==> src/design/psm_defs.svh <==
`ifndef PSM_DEFS_SVH
`define PSM_DEFS_SVH

// ***********************************
// address map and field layout
// ***********************************
`define PSM_ADDR_W 12
`define PSM_OFF_CTRL 12'h000
`define PSM_OFF_SW 12'h004
`define PSM_OFF_VBR 12'h008
`define PSM_OFF_SPC 12'h00c
`define PSM_OFF_SSR 12'h010
`define PSM_OFF_STATE 12'h014
`define PSM_OFF_IRQ_STAT 12'h018
`define PSM_OFF_IRQ_CLR 12'h01c
`define PSM_OFF_IRQ_EN 12'h020
`define PSM_OFF_BSC 12'h024
`define PSM_CTRL_STBY 0
`define PSM_MD_BIT 30
`define PSM_STATE_KIND_BIT 3
`define PSM_STATE_MD_BIT 4

// ***********************************
// reset values and constants
// ***********************************
`define PSM_RESET_VEC 32'ha000_0000
`define PSM_SW_RST 32'h4000_0000
`define PSM_VBR_RST 32'h0000_0000
`define PSM_BSC_RST 32'h0000_0000
`define PSM_VOFF_W 12

// ***********************************
// event bits
// ***********************************
`define PSM_EV_W 5
`define PSM_EV_RESET 0
`define PSM_EV_EXC 1
`define PSM_EV_BUSREL 2
`define PSM_EV_PDOWN 3
`define PSM_EV_PRIV 4

// ***********************************
// pin synchroniser slots
// ***********************************
`define PSM_PIN_POR 0
`define PSM_PIN_MAN 1
`define PSM_PIN_BREQ 2

`endif

==> src/design/psm_pkg.sv <==
`include "psm_defs.svh"

package psm_pkg;

    // ***********************************
    // processor states
    // ***********************************
    typedef enum logic [2:0] {
        ST_RESET = 3'b000,
        ST_EXCEPT = 3'b001,
        ST_BUSREL = 3'b010,
        ST_EXEC = 3'b011,
        ST_PDOWN = 3'b100
    } cpu_state_e;

    // ***********************************
    // apb carriers
    // ***********************************
    typedef struct packed {
        logic psel;
        logic penable;
        logic pwrite;
        logic [`PSM_ADDR_W-1:0] paddr;
        logic [31:0] pwdata;
    } apb_req_s;

    typedef struct packed {
        logic [31:0] prdata;
        logic pready;
        logic pslverr;
    } apb_rsp_s;

    // ***********************************
    // control outputs to the core
    // ***********************************
    typedef struct packed {
        cpu_state_e state;
        logic privilege_mode_bit;
        logic pc_load;
        logic [31:0] pc;
        logic [31:0] saved_pc;
        logic [31:0] saved_status;
        logic halt;
        logic standby;
        logic bus_grant;
        logic cpu_rst;
        logic periph_rst;
        logic bsc_rst;
    } cpu_ctl_s;

endpackage
==> src/design/processor_state_mode_control.sv <==
`timescale 1ns/1ps
`include "psm_defs.svh"

// Operation
// RULE1 - five states: reset, exception, bus released, execute, power down
// RULE2 - power-on reset pin low holds the cpu in power-on reset
// RULE3 - manual reset pin low holds the cpu in manual reset
// RULE4 - power-on reset clears cpu state and every module register
// RULE5 - manual reset clears everything except bus controller registers
// RULE6 - exception state is transient, entered on reset, exception, interrupt
// RULE7 - leaving reset loads pc with the fixed reset address
// RULE8 - exception saves pc and status word into saved copies
// RULE9 - exception then branches to vector base plus vector offset
// RULE10 - mode bit 0 means user mode, 1 means privileged mode
// RULE11 - entering reset or exception state forces mode bit to 1
// RULE12 - end of exception handling clears mode bit to 0
// RULE13 - some registers writable only while privileged mode is active
// RULE14 - power down halts execution, with sleep and standby variants
// RULE15 - bus released state hands the bus away, no own cycles
// RULE16 - power-on reset wins when both reset pins are low
module processor_state_mode_control
    import psm_pkg::*;
#(
    parameter int VOFF_W = `PSM_VOFF_W
) (
    // clock and reset
    input wire logic sys_clk_i,
    input wire logic rst_i,
    // register bus
    input wire apb_req_s apb_i,
    output apb_rsp_s apb_o,
    // pins from outside
    input wire logic power_on_reset_n_i,
    input wire logic manual_reset_n_i,
    input wire logic bus_req_i,
    // core side
    input wire logic exc_req_i,
    input wire logic exc_done_i,
    input wire logic sleep_req_i,
    input wire logic [31:0] cur_pc_i,
    input wire logic [VOFF_W-1:0] vec_offset_i,
    output cpu_ctl_s ctl_o,
    output logic irq_o
);

    // ***********************************
    // state
    // ***********************************
    typedef struct packed {
        logic [2:0][2:0] sync;
        logic [2:0] lvl;
        cpu_state_e st;
        logic por_kind;
        logic [31:0] status_word;
        logic [31:0] vbr;
        logic [31:0] saved_pc;
        logic [31:0] saved_status;
        logic [31:0] bsc_cfg;
        logic [31:0] pc;
        logic pc_load;
        logic stby_sel;
        logic [`PSM_EV_W-1:0] ev_stat;
        logic [`PSM_EV_W-1:0] ev_en;
        logic irq;
        logic halt;
        logic stby;
        logic grant;
        logic cpu_rst;
        logic bsc_rst;
        logic [31:0] prdata;
        logic pready;
        logic pslverr;
    } psm_state_s;

    psm_state_s s;
    psm_state_s next_s;

    logic [2:0] pins;
    logic acc;
    logic first;
    logic wr_go;
    logic prot;
    logic mapped;
    logic ro;
    logic [31:0] rd;
    logic [`PSM_EV_W-1:0] ev;
    logic [`PSM_EV_W-1:0] clr;
    logic in_rst;
    logic md;

    assign md = s.status_word[`PSM_MD_BIT];

    // ***********************************
    // next state
    // ***********************************
    always_comb begin
        next_s = s;
        next_s.pc_load = 1'b0;
        next_s.pready = 1'b0;
        next_s.pslverr = 1'b0;
        ev = '0;
        clr = '0;
        in_rst = 1'b0;
        rd = '0;
        mapped = 1'b1;
        ro = 1'b0;
        pins = {bus_req_i, manual_reset_n_i, power_on_reset_n_i};

        // first stage feeds only the second; level moves on agreement
        for (int i = 0; i < 3; i++) begin
            next_s.sync[i] = {s.sync[i][1:0], pins[i]};
            if (s.sync[i][1] == s.sync[i][2]) begin
                next_s.lvl[i] = s.sync[i][2];
            end
        end

        // register access: answer one cycle into the access phase
        acc = apb_i.psel & apb_i.penable;
        first = acc & ~s.pready;
        wr_go = acc & s.pready & apb_i.pwrite & ~s.pslverr;
        prot = (apb_i.paddr == `PSM_OFF_SW) ||
               (apb_i.paddr == `PSM_OFF_VBR) ||
               (apb_i.paddr == `PSM_OFF_BSC);
        case (apb_i.paddr)
            `PSM_OFF_CTRL: rd[`PSM_CTRL_STBY] = s.stby_sel;
            `PSM_OFF_SW: rd = s.status_word;
            `PSM_OFF_VBR: rd = s.vbr;
            `PSM_OFF_SPC: begin
                rd = s.saved_pc;
                ro = 1'b1;
            end
            `PSM_OFF_SSR: begin
                rd = s.saved_status;
                ro = 1'b1;
            end
            `PSM_OFF_STATE: begin
                rd[2:0] = s.st;
                rd[`PSM_STATE_KIND_BIT] = s.por_kind;
                rd[`PSM_STATE_MD_BIT] = md;
                ro = 1'b1;
            end
            `PSM_OFF_IRQ_STAT: begin
                rd[`PSM_EV_W-1:0] = s.ev_stat;
                ro = 1'b1;
            end
            `PSM_OFF_IRQ_CLR: rd = '0;
            `PSM_OFF_IRQ_EN: rd[`PSM_EV_W-1:0] = s.ev_en;
            `PSM_OFF_BSC: rd = s.bsc_cfg;
            default: mapped = 1'b0;
        endcase
        if (first) begin
            next_s.pready = 1'b1;
            next_s.prdata = mapped ? rd : '0;
            next_s.pslverr = ~mapped | (apb_i.pwrite & ro);
            // user mode may not write these
            if (apb_i.pwrite && prot && !md) begin  // [RULE13]
                next_s.pslverr = 1'b1;
                ev[`PSM_EV_PRIV] = 1'b1;
            end
        end
        if (wr_go) begin
            case (apb_i.paddr)
                `PSM_OFF_CTRL:
                    next_s.stby_sel = apb_i.pwdata[`PSM_CTRL_STBY];
                `PSM_OFF_SW: next_s.status_word = apb_i.pwdata;
                `PSM_OFF_VBR: next_s.vbr = apb_i.pwdata;
                `PSM_OFF_IRQ_CLR: clr = apb_i.pwdata[`PSM_EV_W-1:0];
                `PSM_OFF_IRQ_EN: next_s.ev_en = apb_i.pwdata[`PSM_EV_W-1:0];
                `PSM_OFF_BSC: next_s.bsc_cfg = apb_i.pwdata;
                default: next_s.stby_sel = s.stby_sel;
            endcase
        end

        // processor state flow; power-on checked first
        if (!s.lvl[`PSM_PIN_POR]) begin  // [RULE2] [RULE16]
            in_rst = 1'b1;
            next_s.st = ST_RESET;
            next_s.por_kind = 1'b1;
            next_s.bsc_cfg = `PSM_BSC_RST;  // [RULE4]
        end else if (!s.lvl[`PSM_PIN_MAN]) begin  // [RULE3]
            in_rst = 1'b1;
            next_s.st = ST_RESET;
            next_s.por_kind = 1'b0;  // [RULE5]
        end
        if (in_rst) begin  // [RULE4] [RULE5]
            next_s.status_word = `PSM_SW_RST;  // [RULE11]
            next_s.vbr = `PSM_VBR_RST;
            next_s.saved_pc = '0;
            next_s.saved_status = '0;
            next_s.pc = '0;
            next_s.stby_sel = 1'b0;
            next_s.ev_en = '0;
        end else begin
            case (s.st)  // [RULE1]
                ST_RESET: begin
                    // fixed fetch address, no vector base involved
                    next_s.st = ST_EXCEPT;  // [RULE6]
                    next_s.pc = `PSM_RESET_VEC;  // [RULE7]
                    // a late status write must not leave user mode here
                    next_s.status_word[`PSM_MD_BIT] = 1'b1;  // [RULE11]
                    next_s.pc_load = 1'b1;
                    ev[`PSM_EV_RESET] = 1'b1;
                end
                ST_EXCEPT: next_s.st = ST_EXEC;  // [RULE6]
                ST_EXEC: begin
                    if (exc_req_i) begin
                        next_s.st = ST_EXCEPT;  // [RULE6]
                    end else if (exc_done_i) begin
                        next_s.status_word[`PSM_MD_BIT] = 1'b0;  // [RULE12]
                    end else if (s.lvl[`PSM_PIN_BREQ]) begin
                        next_s.st = ST_BUSREL;  // [RULE15]
                        ev[`PSM_EV_BUSREL] = 1'b1;
                    end else if (sleep_req_i) begin
                        next_s.st = ST_PDOWN;  // [RULE14]
                        ev[`PSM_EV_PDOWN] = 1'b1;
                    end
                end
                ST_BUSREL: begin
                    // bus owner finishes first; pending events wait
                    if (!s.lvl[`PSM_PIN_BREQ]) begin
                        next_s.st = ST_EXEC;  // [RULE15]
                    end
                end
                ST_PDOWN: begin
                    if (exc_req_i) begin
                        next_s.st = ST_EXCEPT;  // [RULE6]
                    end
                end
                default: next_s.st = ST_RESET;
            endcase
            if (next_s.st == ST_EXCEPT && s.st != ST_RESET) begin
                next_s.saved_pc = cur_pc_i;  // [RULE8]
                next_s.saved_status = s.status_word;  // [RULE8]
                next_s.status_word[`PSM_MD_BIT] = 1'b1;  // [RULE11]
                next_s.pc = s.vbr + 32'(vec_offset_i);  // [RULE9]
                next_s.pc_load = 1'b1;
                ev[`PSM_EV_EXC] = 1'b1;
            end
        end

        // sticky events: a set in the clear cycle survives
        if (in_rst) begin
            next_s.ev_stat = '0;
        end else begin
            next_s.ev_stat = (s.ev_stat & ~clr) | ev;
        end
        next_s.irq = |(next_s.ev_stat & next_s.ev_en);

        // registered copies so every output leaves a flop
        next_s.halt = (next_s.st == ST_PDOWN);  // [RULE14]
        next_s.stby = (next_s.st == ST_PDOWN) & next_s.stby_sel;
        next_s.grant = (next_s.st == ST_BUSREL);  // [RULE15]
        next_s.cpu_rst = (next_s.st == ST_RESET);
        next_s.bsc_rst = (next_s.st == ST_RESET) & next_s.por_kind;
    end

    // ***********************************
    // registers
    // ***********************************
    always_ff @(posedge sys_clk_i or posedge rst_i) begin
        if (rst_i) begin
            s <= '0;
            s.status_word <= `PSM_SW_RST;
            s.por_kind <= 1'b1;
            s.cpu_rst <= 1'b1;
            s.bsc_rst <= 1'b1;
        end else begin
            s <= next_s;
        end
    end

    // ***********************************
    // outputs
    // ***********************************
    assign apb_o.prdata = s.prdata;
    assign apb_o.pready = s.pready;
    assign apb_o.pslverr = s.pslverr;
    assign ctl_o.state = s.st;
    assign ctl_o.privilege_mode_bit = s.status_word[`PSM_MD_BIT];  // [RULE10]
    assign ctl_o.pc_load = s.pc_load;
    assign ctl_o.pc = s.pc;
    assign ctl_o.saved_pc = s.saved_pc;
    assign ctl_o.saved_status = s.saved_status;
    assign ctl_o.halt = s.halt;
    assign ctl_o.standby = s.stby;
    assign ctl_o.bus_grant = s.grant;
    assign ctl_o.cpu_rst = s.cpu_rst;
    assign ctl_o.periph_rst = s.cpu_rst;
    assign ctl_o.bsc_rst = s.bsc_rst;
    assign irq_o = s.irq;

    logic run_ok;
    assign run_ok = s.lvl[`PSM_PIN_POR] & s.lvl[`PSM_PIN_MAN];
endmodule

==> config.mk <==
export PLATFORM = sky130hd
export DESIGN_NAME = processor_state_mode_control
export DESIGN_NICKNAME = d
export VERILOG_FILES = /design/src/design/psm_pkg.sv /design/src/design/processor_state_mode_control.sv
export VERILOG_INCLUDE_DIRS = /design/src /design/src/design
export SDC_FILE = /design/constraint.sdc
export NUM_CORES = 1
export LEC_CHECK = 0
export ABC_CLOCK_PERIOD_IN_PS = 10000
export BUFFER_PORTS_ARGS = -buffer_cell sky130_fd_sc_hd__clkbuf_2
export CELL_PAD_IN_SITES_DETAIL_PLACEMENT = 1
export CELL_PAD_IN_SITES_GLOBAL_PLACEMENT = 2
export CORE_MARGIN = 1.5
export CORE_UTILIZATION = 35
export CTS_BUF_LIST = sky130_fd_sc_hd__clkbuf_8
export DETAILED_ROUTE_END_ITERATION = 10
export PLACE_DENSITY_LB_ADDON = 0.1
export SYNTH_ARGS = -nofsm -noshare
export SYNTH_HDL_FRONTEND = slang
export SYNTH_SLANG_ARGS = --single-unit
==> constraint.sdc <==
create_clock -name sys_clk_i -period 10 [get_ports sys_clk_i]
set_input_delay 0.5 -clock sys_clk_i [delete_from_list [all_inputs] [get_ports sys_clk_i]]
set_output_delay 0.5 -clock sys_clk_i [all_outputs]
set_load 0.05 [all_outputs]
=== Word level (Yosys, flattened, before mapping) ===
Index checks and enable logic that the tools add are counted.

* Register bits: 260
* Logic and storage cells: 147
* Input port bits: 99

* Multiplexer cells: 60
* $add $sub $neg: 1
* Bitwise operators: 16
* Reduce and logical (&&, ||, !) cells: 21
* Equality and inequality tests: 21

{| class="wikitable"
|+ Operators by type and width
! kind !! number
|-
| $mux W32 || 7
|-
| $mux W64 || 3
|-
| $pmux W27 S5 || 1
|-
| $mux W33 || 2
|-
| $mux W62 || 1
|-
| $eq A12 B5 Y1 const B || 4
|-
| $add A32 B12 Y32 || 1
|-
| $pmux W4 S8 || 1
|-
| $mux W5 || 6
|-
| $eq A12 B4 Y1 const B || 2
|-
| $eq A12 B6 Y1 const B || 2
|-
| $mux W3 || 8
|-
| $mux W1 || 21
|-
| $pmux W3 S5 || 1
|-
| $eq A12 B3 Y1 const B || 1
|-
| $logic_not A12 Y1 || 1
|-
| $mux W4 || 3
|-
| $and A5 B5 Y5 || 2
|-
| $reduce_or A10 Y1 || 1
|-
| $eq A3 B2 Y1 const B || 3
|-
| $pmux W1 S9 || 1
|-
| $and A1 B1 Y1 || 8
|-
| $mux W2 || 4
|-
| $reduce_bool A2 Y1 || 4
|-
| 17 further kinds || 31
|}

=== Longest topological paths before layout ===
Gate-level depths: netlist of the first run.

* Depth in word-level cells: 16
* Depth in mapped cells: 10
* Gate-level depth less buffers: 8

=== Worst setup path before layout of the first run ===
No wires, ideal clock.

* Path type: input to register
* Start: input port vec_offset_i[0]
* End: register s, in the netlist ctl_o[90]
* Arrival: 2.629 ns
* Stages on the path: 9
* Setup slack: 7.302 ns
* Required time: 9.932 ns
* Cells stage by stage: ha_1 fa_1 a21o_1 a221oi_1 a221o_1 buf_2 a21oi_1 or3_1 nand3_1

* Cells in the longest elaborated chain, start to end: 3

{| class="wikitable"
|+ RTL lines
! element !! line !! text
|-
| start: declaration || processor_state_mode_control.sv:41 || <nowiki>input wire logic [VOFF_W-1:0] vec_offset_i,</nowiki>
|-
| $add A32 B12 Y32 || processor_state_mode_control.sv:235 || <nowiki>next_s.pc = s.vbr + 32'(vec_offset_i);</nowiki>
|-
| $mux W33 || processor_state_mode_control.sv:231 || <nowiki>if (next_s.st == ST_EXCEPT && s.st != ST_RESET) begin</nowiki>
|-
| $mux W32 || processor_state_mode_control.sv:185 || <nowiki>if (in_rst) begin</nowiki>
|-
| end signal: assignment || processor_state_mode_control.sv:268 || <nowiki>s <= next_s;</nowiki>
|-
| end: declaration || processor_state_mode_control.sv:75 || <nowiki>psm_state_s s;</nowiki>
|}

Every way passes these cells.
A chain may end at the register's enable or synchronous reset.

==> impl_metrics.tcl, run 1 <==
set metrics [dict create \
    grt_start_max_net_pins 129 \
    cts_root_buf "clkbuf_8" \
    slew_headroom_pct 25.0 \
    cp.depth 7 \
    grtUsageMet2_pct 41.5 \
    areaGrowthSynthToFinish_pct 12.6 \
    final_common_cell "nand2_1" \
    cp_num_buf_inv 1 \
    cts_buffer_depth 3 \
    maxCapViolations 0 \
    use_met1_pct 33.6 \
    crit_type "flop to flop" \
    critPathTopFamily "compound AO/OA/AOI/OAI gates" \
    async_flop_share_pct 100 \
    final_cell_mix "nand2_1, dfrtp_1, clkbuf_2, a21oi_1, clkbuf_8" \
    startpoint_type "flop" \
    synth_top_flop_cell "dfrtp_1" \
    crit_required_ns 10.49 \
    seq_area_frac_synth_pct 48.3 \
    fp.dieArea_sq_um 39700 \
    rrSetupSlack_ns 6.86 \
    ant_nets 0 \
    critPathCapture "irq_o$_DFF_PP0_" \
    path_clk_slew_ns 0.06 \
    drc 0 \
    io_buffers 240 \
    slew_viol_final 0 \
    endpoint_kind "flop" \
    place_inst 2038 \
    finalWorstPathRequiredPeriod_ns 3.14 \
    fin_util_pct 40.2 \
    ys_types 65 \
    hold_path_class "input port to asynchronous set/reset pin" \
    synth_largest_area_cell "dfrtp_1" \
    start_util_pct 35.7 \
    synthCells 1501 \
    antenna_found_initial 3 \
    grt_use_total_pct 25.4 \
    worst_ep_arrival_time_ns 3.63 \
    drt-total-wl_microns 49400 \
    rsz0062_at_grt "false" \
    drive_gt1_share_pct 23.8 \
    finalNetCount 1691 \
    reg2reg_depth 7 \
    finalClockSkew_ns 0.0144 \
    cts-htree-levels 2 \
    max_freq_mhz 318 \
    yosys-top-cells-area "dfrtp_1, nand2_1, buf_4" \
    fp.dieW_microns 199 \
    gr-total-overflow 0 \
    ios 241 \
    grt_pass1_wl_microns 74800 \
    worst_pin_slew_ns 1.12 \
    worst_slack_ns 6.86 \
    drt_iter0_drc 651 \
    vias 11200 \
    synth_edf_count 0 \
    synth_nets 1613 \
    post-cts-setup-buffer-count 0 \
    place_congestion 0.819 \
    post-place-ws_ns 6.48 \
    layoutNonFillerInstCount 2130 \
    cts_num_sinks 260 \
    crit_path_max_fanout 76 \
    synth_top_cell_area_share_pct 47.5 \
    period_share_pct 31.4 \
    vias_per_cell 5.26 \
    core_area_sq_um 37800 \
    hold_violations 0 \
    fin_area_sq_um 15200 \
    setup_viol_count_final 0 \
    placed_area_sq_um 14100 \
    grt_pass1_vias 11754 \
    status "complete, no violations" \
    nFillCells 4420 \
    post_drt_wl_per_cell_microns 23.2 \
    tritoncts "built" \
    peakVddDrop_v 0.0000919 \
    drt_first_pass_iters 5 \
    rows 71 \
    cp_cell_sequence "nand2_4 > a21oi_1 > o32ai_1 > nor3_2 > buf_4 > o21ai_0 > nand4_1" \
    leakagePower_uw 0.00656 \
    rr_endpoint "irq_o$_DFF_PP0_" \
    cpPeakStageDelay_ns 0.76 \
    slowest_stage "o32ai_1" \
    die_y_microns 199 \
    startpoint "s[249]$_DFFE_PP0N_" \
    postSynthAreaPerCell_sq_um 8.98 \
    r2r_start "s[249]$_DFFE_PP0N_" \
    dp_hpwl_microns 32900 \
    final.setup.tns_ns 0 \
    met3_usage_pct 4.84 \
    netlist_area_sq_um 13500 \
    ys_ff_latch 260 \
    busiest_layer "met2" \
    power.density_nw_per_um2 163 \
    yosys_warnings 0 \
    cts_buffers 47 \
    clk-insertion-delay-late_ns 0.63 \
]
[state kept, by name, indices dropped and copies added (netlist names)]
| register | cells |
|---|---|
| apb_o | 34 |
| ctl_o | 106 |
| irq_o | 1 |
| next_s | 6 |
| s | 113 |
[kinds of logic (layout without fill, tap and decap cells)]
family,count (synthesis),in the layout,share of synthesized area (%)
xor gates and xnor gates,27,27,1.75
AOI/OAI and AO/OA,376,376,17.7
muxes,31,31,2.53
other,0,2,0
and+or+nand+nor,541,541,17.1
DFF,260,260,48.3
adders and majority gates,16,16,1.49
buffers and inverters,250,366,11.1
[how the worst min path moves through the flow]
| stage | startpoint | end | cells after the start |
|---|---|---|---|
| CTS | cur_pc_i[16] | ctl_o[54]$_DFFE_PP0P_ | 3 |
| finish | rst_i | ctl_o[92]$_DFFE_PP0P_ | 2 |
| detailed placement | next_s[252]$_DFF_PP0_ | next_s[253]$_DFF_PP0_ | 0 |
| global route | cur_pc_i[13] | ctl_o[51]$_DFFE_PP0P_ | 3 |
| floorplan | next_s[252]$_DFF_PP0_ | next_s[253]$_DFF_PP0_ | 0 |
| global placement | next_s[252]$_DFF_PP0_ | next_s[253]$_DFF_PP0_ | 0 |
[synthesized netlist by cell type (4+ instances only)]
cell and count:
nor2_1 49, nand4_1 12, nor4_1 5, a22o_1 7, buf_1 9, and2_1 6, o2bb2ai_1 17, o21a_1 5
nor2b_1 5, buf_2 23, a22oi_1 36, and3_1 6, clkbuf_1 62, a41oi_1 5, mux2_2 20, o21ai_0 52
a211oi_1 5, a21boi_0 22, xnor2_1 27, a21boi_1 11, nand3_1 20, a221oi_1 30, a21oi_1 152, dfstp_2 4
a31oi_1 4, dfrtp_1 256, buf_4 141, or2_2 5, nor3_1 15, nand2_1 392, inv_1 15, ha_1 12
o21ai_1 5, a21o_1 4, nand2b_1 5, mux2i_1 10
[metrics by stage]
stage	power [uW]	hold slack (ns)
after floorplan	1300	0.331
after global placement	1380	0.338
after detailed placement	1390	0.343
after CTS	2510	0.0513
after global routing	2580	0.0698
final	2470	0.0893
[report_power, final]
group	leakage [uW]	switching (uW)	internal, uW
sequential	0.00357	17.4	1070
combinational	0.00240	215	59.7
clock	0.000588	481	625
[final cells by class]
| class | instances | area (sq um) | area share (%) |
|---|---|---|---|
| multi-input combinational | 991 | 5520 | 36.4 |
| clock buffer | 68 | 936 | 6.17 |
| antenna | 2 | 5.00 | 0.0330 |
| tap | 511 | 639 | 4.21 |
| timing repair buffer | 264 | 1390 | 9.15 |
| inverter | 15 | 63.8 | 0.421 |
| sequential | 260 | 6510 | 42.9 |
| clock inverter | 19 | 108 | 0.709 |
[timing repair]
| action | CTS | global route |
|---|---|---|
| resized for setup | 0 | 0 |
| endpoints found under the hold margin | 3 | 0 |
| setup endpoints to repair | 0 | 0 |
| hold buffers | 3 | 0 |
[metal layers]
layer	part of all wire, %	vias up
met5	0.022	-
met1	45	5702
met3	4.8	73
met4	2.9	2
met2	48	245
li1	-	5178
Power figures use the tool's default switching activity.
==> run 2: changes to the inputs <==
--- a/config.mk
+++ b/config.mk
@@ -6,12 +6,13 @@
 export SDC_FILE = /design/constraint.sdc
 export NUM_CORES = 1
 export LEC_CHECK = 0
-export ABC_CLOCK_PERIOD_IN_PS = 10000
+export ABC_AREA = 1
+export ABC_CLOCK_PERIOD_IN_PS = 3000
 export BUFFER_PORTS_ARGS = -buffer_cell sky130_fd_sc_hd__clkbuf_2
 export CELL_PAD_IN_SITES_DETAIL_PLACEMENT = 1
 export CELL_PAD_IN_SITES_GLOBAL_PLACEMENT = 2
 export CORE_MARGIN = 1.5
-export CORE_UTILIZATION = 35
+export CORE_UTILIZATION = 34
 export CTS_BUF_LIST = sky130_fd_sc_hd__clkbuf_8
 export DETAILED_ROUTE_END_ITERATION = 10
 export PLACE_DENSITY_LB_ADDON = 0.1
==> constraint.sdc (replaced) <==
create_clock -name sys_clk_i -period 3 [get_ports sys_clk_i]
set_input_delay 0.15 -clock sys_clk_i [delete_from_list [all_inputs] [get_ports sys_clk_i]]
set_output_delay 0.15 -clock sys_clk_i [all_outputs]
set_load 0.05 [all_outputs]
==> impl_metrics.tcl, run 2 <==
set metrics [dict create \
    status "complete, no violations" \
    grt_use_total_pct 24.6 \
    clk-insertion-delay-late_ns 0.64 \
    slowest_stage "dlygate4sd3_1" \
    fin_area_sq_um 16100 \
    final_cell_mix "nand2_1, dfrtp_1, inv_1, clkbuf_2, nor2_1" \
    synth_edf_count 0 \
    synth_common_cells "nand2_1, dfrtp_1, inv_1" \
    ys_types 43 \
    rsz0062_at_grt "false" \
    place_inst 2263 \
    yosys-top-cells-area "dfrtp_1, nand2_1, buf_4" \
    finalWorstPathRequiredPeriod_ns 2.46 \
    finalClockSkew_ns 0.0433 \
    drc 0 \
    areaGrowthSynthToFinish_pct 18.2 \
    largest_reg_flops 113 \
    n_antenna_cell 0 \
    cts_buffer_depth 3 \
    synth_nets 1781 \
    period_share_pct 81.8 \
    power_uw 8370 \
    slew_headroom_pct 31.0 \
    rr_endpoint "ctl_o[100]$_DFFE_PP0P_" \
    final.setup.tns_ns 0 \
    tritoncts "built" \
    cts_buffers 49 \
    synth.most_common_cell "nand2_1" \
    reg2reg_depth 12 \
    critPathCapture "irq_o$_DFF_PP0_" \
    drt_iter0_drc 616 \
    cts-htree-levels 2 \
    synth_top_cell_area_share_pct 46.9 \
    crit_required_ns 3.54 \
    seq_area_frac_synth_pct 47.7 \
    worst_slack_ns 0.545 \
    slew_viol_final 0 \
    max_freq_mhz 407 \
    antenna_found_initial 0 \
    cts_num_sinks 260 \
    layoutNonFillerInstCount 2425 \
    post-cts-setup-buffer-count 0 \
    grt_pass1_vias 12933 \
    rows 73 \
    grt_start_max_net_pins 66 \
    placed_area_sq_um 14500 \
    vias 11970 \
    largest-register "s" \
    start_util_pct 34.5 \
    postSynthAreaPerCell_sq_um 8.18 \
    ios 241 \
    yosys_warnings 0 \
    netlist_area_sq_um 13700 \
    cts_root_buf "clkbuf_8" \
    synth_top_flop_cell "dfrtp_1" \
    crit_path_max_fanout 21 \
    worst_pin_slew_ns 1.03 \
    path_clk_slew_ns 0.06 \
    cp_cell_sequence "dlygate4sd3_1 > clkbuf_2 > nand2_1 > dlygate4sd3_1 > nor2_4 > inv_1 > nor3_1 > nand2_1 > nand2_1 > nand2_1 > nand2_1 > inv_1 > nand2_1" \
    synth_largest_area_cell "dfrtp_1" \
    power.density_nw_per_um2 519 \
    r2r_start "s[180]$_DFFE_PP0P_" \
    ant_nets 0 \
    startpoint_type "input port" \
    synthCells 1669 \
    cp_common_cell "nand2_1" \
    setup_viol_count_final 0 \
    fp.dieW_microns 203 \
    drive_gt1_share_pct 19.9 \
    post-place-ws_ns 0.603 \
    die_y_microns 203 \
    gr-total-overflow 0 \
    hold_violations 0 \
    crit_type "input port to flop" \
    place_congestion 0.838 \
    nFillCells 4816 \
    worst_ep_arrival_time_ns 3.00 \
    rrSetupSlack_ns 0.61 \
    dp_hpwl_microns 36300 \
    cpPeakStageDelay_ns 0.60 \
    drt-total-wl_microns 50300 \
    endpoint_kind "flop" \
    fp.dieArea_sq_um 41400 \
    finalNetCount 1977 \
    maxCapViolations 0 \
    core_area_sq_um 39600 \
    final_common_cell "nand2_1" \
    hold_path_class "input port to flop" \
    io_buffers 240 \
    async_flop_share_pct 100 \
    peakVddDrop_v 0.000260 \
    startpoint "apb_i[45]" \
    post_drt_wl_per_cell_microns 20.8 \
    grt_pass1_wl_microns 77400 \
    drt_first_pass_iters 5 \
    ys_ff_latch 260 \
    leakagePower_uw 0.00780 \
    vias_per_cell 4.94 \
]
run 2: changes by cell type after synthesis, sizes merged, moves of 27 or more:
cell,previous run,this run
inv,15,233
a21oi,152,21
o22ai,3,132
nor2,50,135
nand3,21,75
o21ai,57,107
clkbuf,62,25
a22oi,36,1
a21boi,33,0
a221oi,30,0
nor3,16,44
o31ai,0,28
nand2,393,366
run 2: kinds of logic after synthesis:
group / synth area share, %
adder cells (fa/ha/maj): 1.47
AO/OA/AOI/OAI: 13.6
flip-flops: 47.7
buffers and inverters: 16.5
AND/OR/NAND/NOR: 20.0
XOR/XNOR: 0.834
run 2: worst min-delay path by stage:
stage | startpoint | endpoint | slack, ns | depth (start not counted)
4_1_cts | apb_i[37] | apb_o[0]$_DFF_PP0_ | 0.01 | 5
3_3_place_gp | power_on_reset_n_i | next_s[252]$_DFF_PP0_ | 0.26 | 1
6_report | vec_offset_i[4] | ctl_o[74]$_DFFE_PP0P_ | 0.05 | 4
2_1_floorplan | power_on_reset_n_i | next_s[252]$_DFF_PP0_ | 0.18 | 0
5_1_grt | apb_i[37] | apb_o[0]$_DFF_PP0_ | 0.06 | 5
3_5_place_dp | power_on_reset_n_i | next_s[252]$_DFF_PP0_ | 0.26 | 1
run 2: per-stage QoR:
| step | hold slack, ns | util (%) |
|---|---|---|
| after detailed placement | 0.261 | 36.5 |
| after CTS | 0.0107 | 40.7 |
| after global routing | 0.0563 | 40.7 |
| after floorplan | 0.181 | - |
| final | 0.0483 | 40.7 |
| after global placement | 0.259 | 36.5 |
run 2: worst max-delay path, delay by kind of cell:
kind	cells	cell delay [ns]
buffers and inverters	5	1.59
AND/OR/NAND/NOR	8	1.25
run 2: repair_timing:
item / in CTS / in global routing
hold buffers: 76 / 0
endpoints found under the hold margin: 164 / 0
gates resized for setup: 0 / 0
run 2: routing by layer:
metal	vias to the layer above	wire, microns	track usage [%]
met4	0	1380	7.70
li1	5686	-	-
met5	-	0	0
met3	77	1680	3.72
met1	5948	21700	30.7
met2	259	25600	43.7
run 2: power breakdown:
part | total [uW] | switching [uW] | internal [uW]
combinational | 1270 | 924 | 344
clock | 3330 | 1580 | 1750
sequential | 3780 | 103 | 3680
run 2: layout make-up:
type / instances / area, sq um / share of cell area, %
timing repair buffer: 348 / 2260 / 14.0
tap: 525 / 657 / 4.07
clock buffer: 58 / 798 / 4.94
inverter: 234 / 882 / 5.46
multi-input combinational: 972 / 4910 / 30.4
clock inverter: 28 / 123 / 0.759
sequential: 260 / 6510 / 40.3
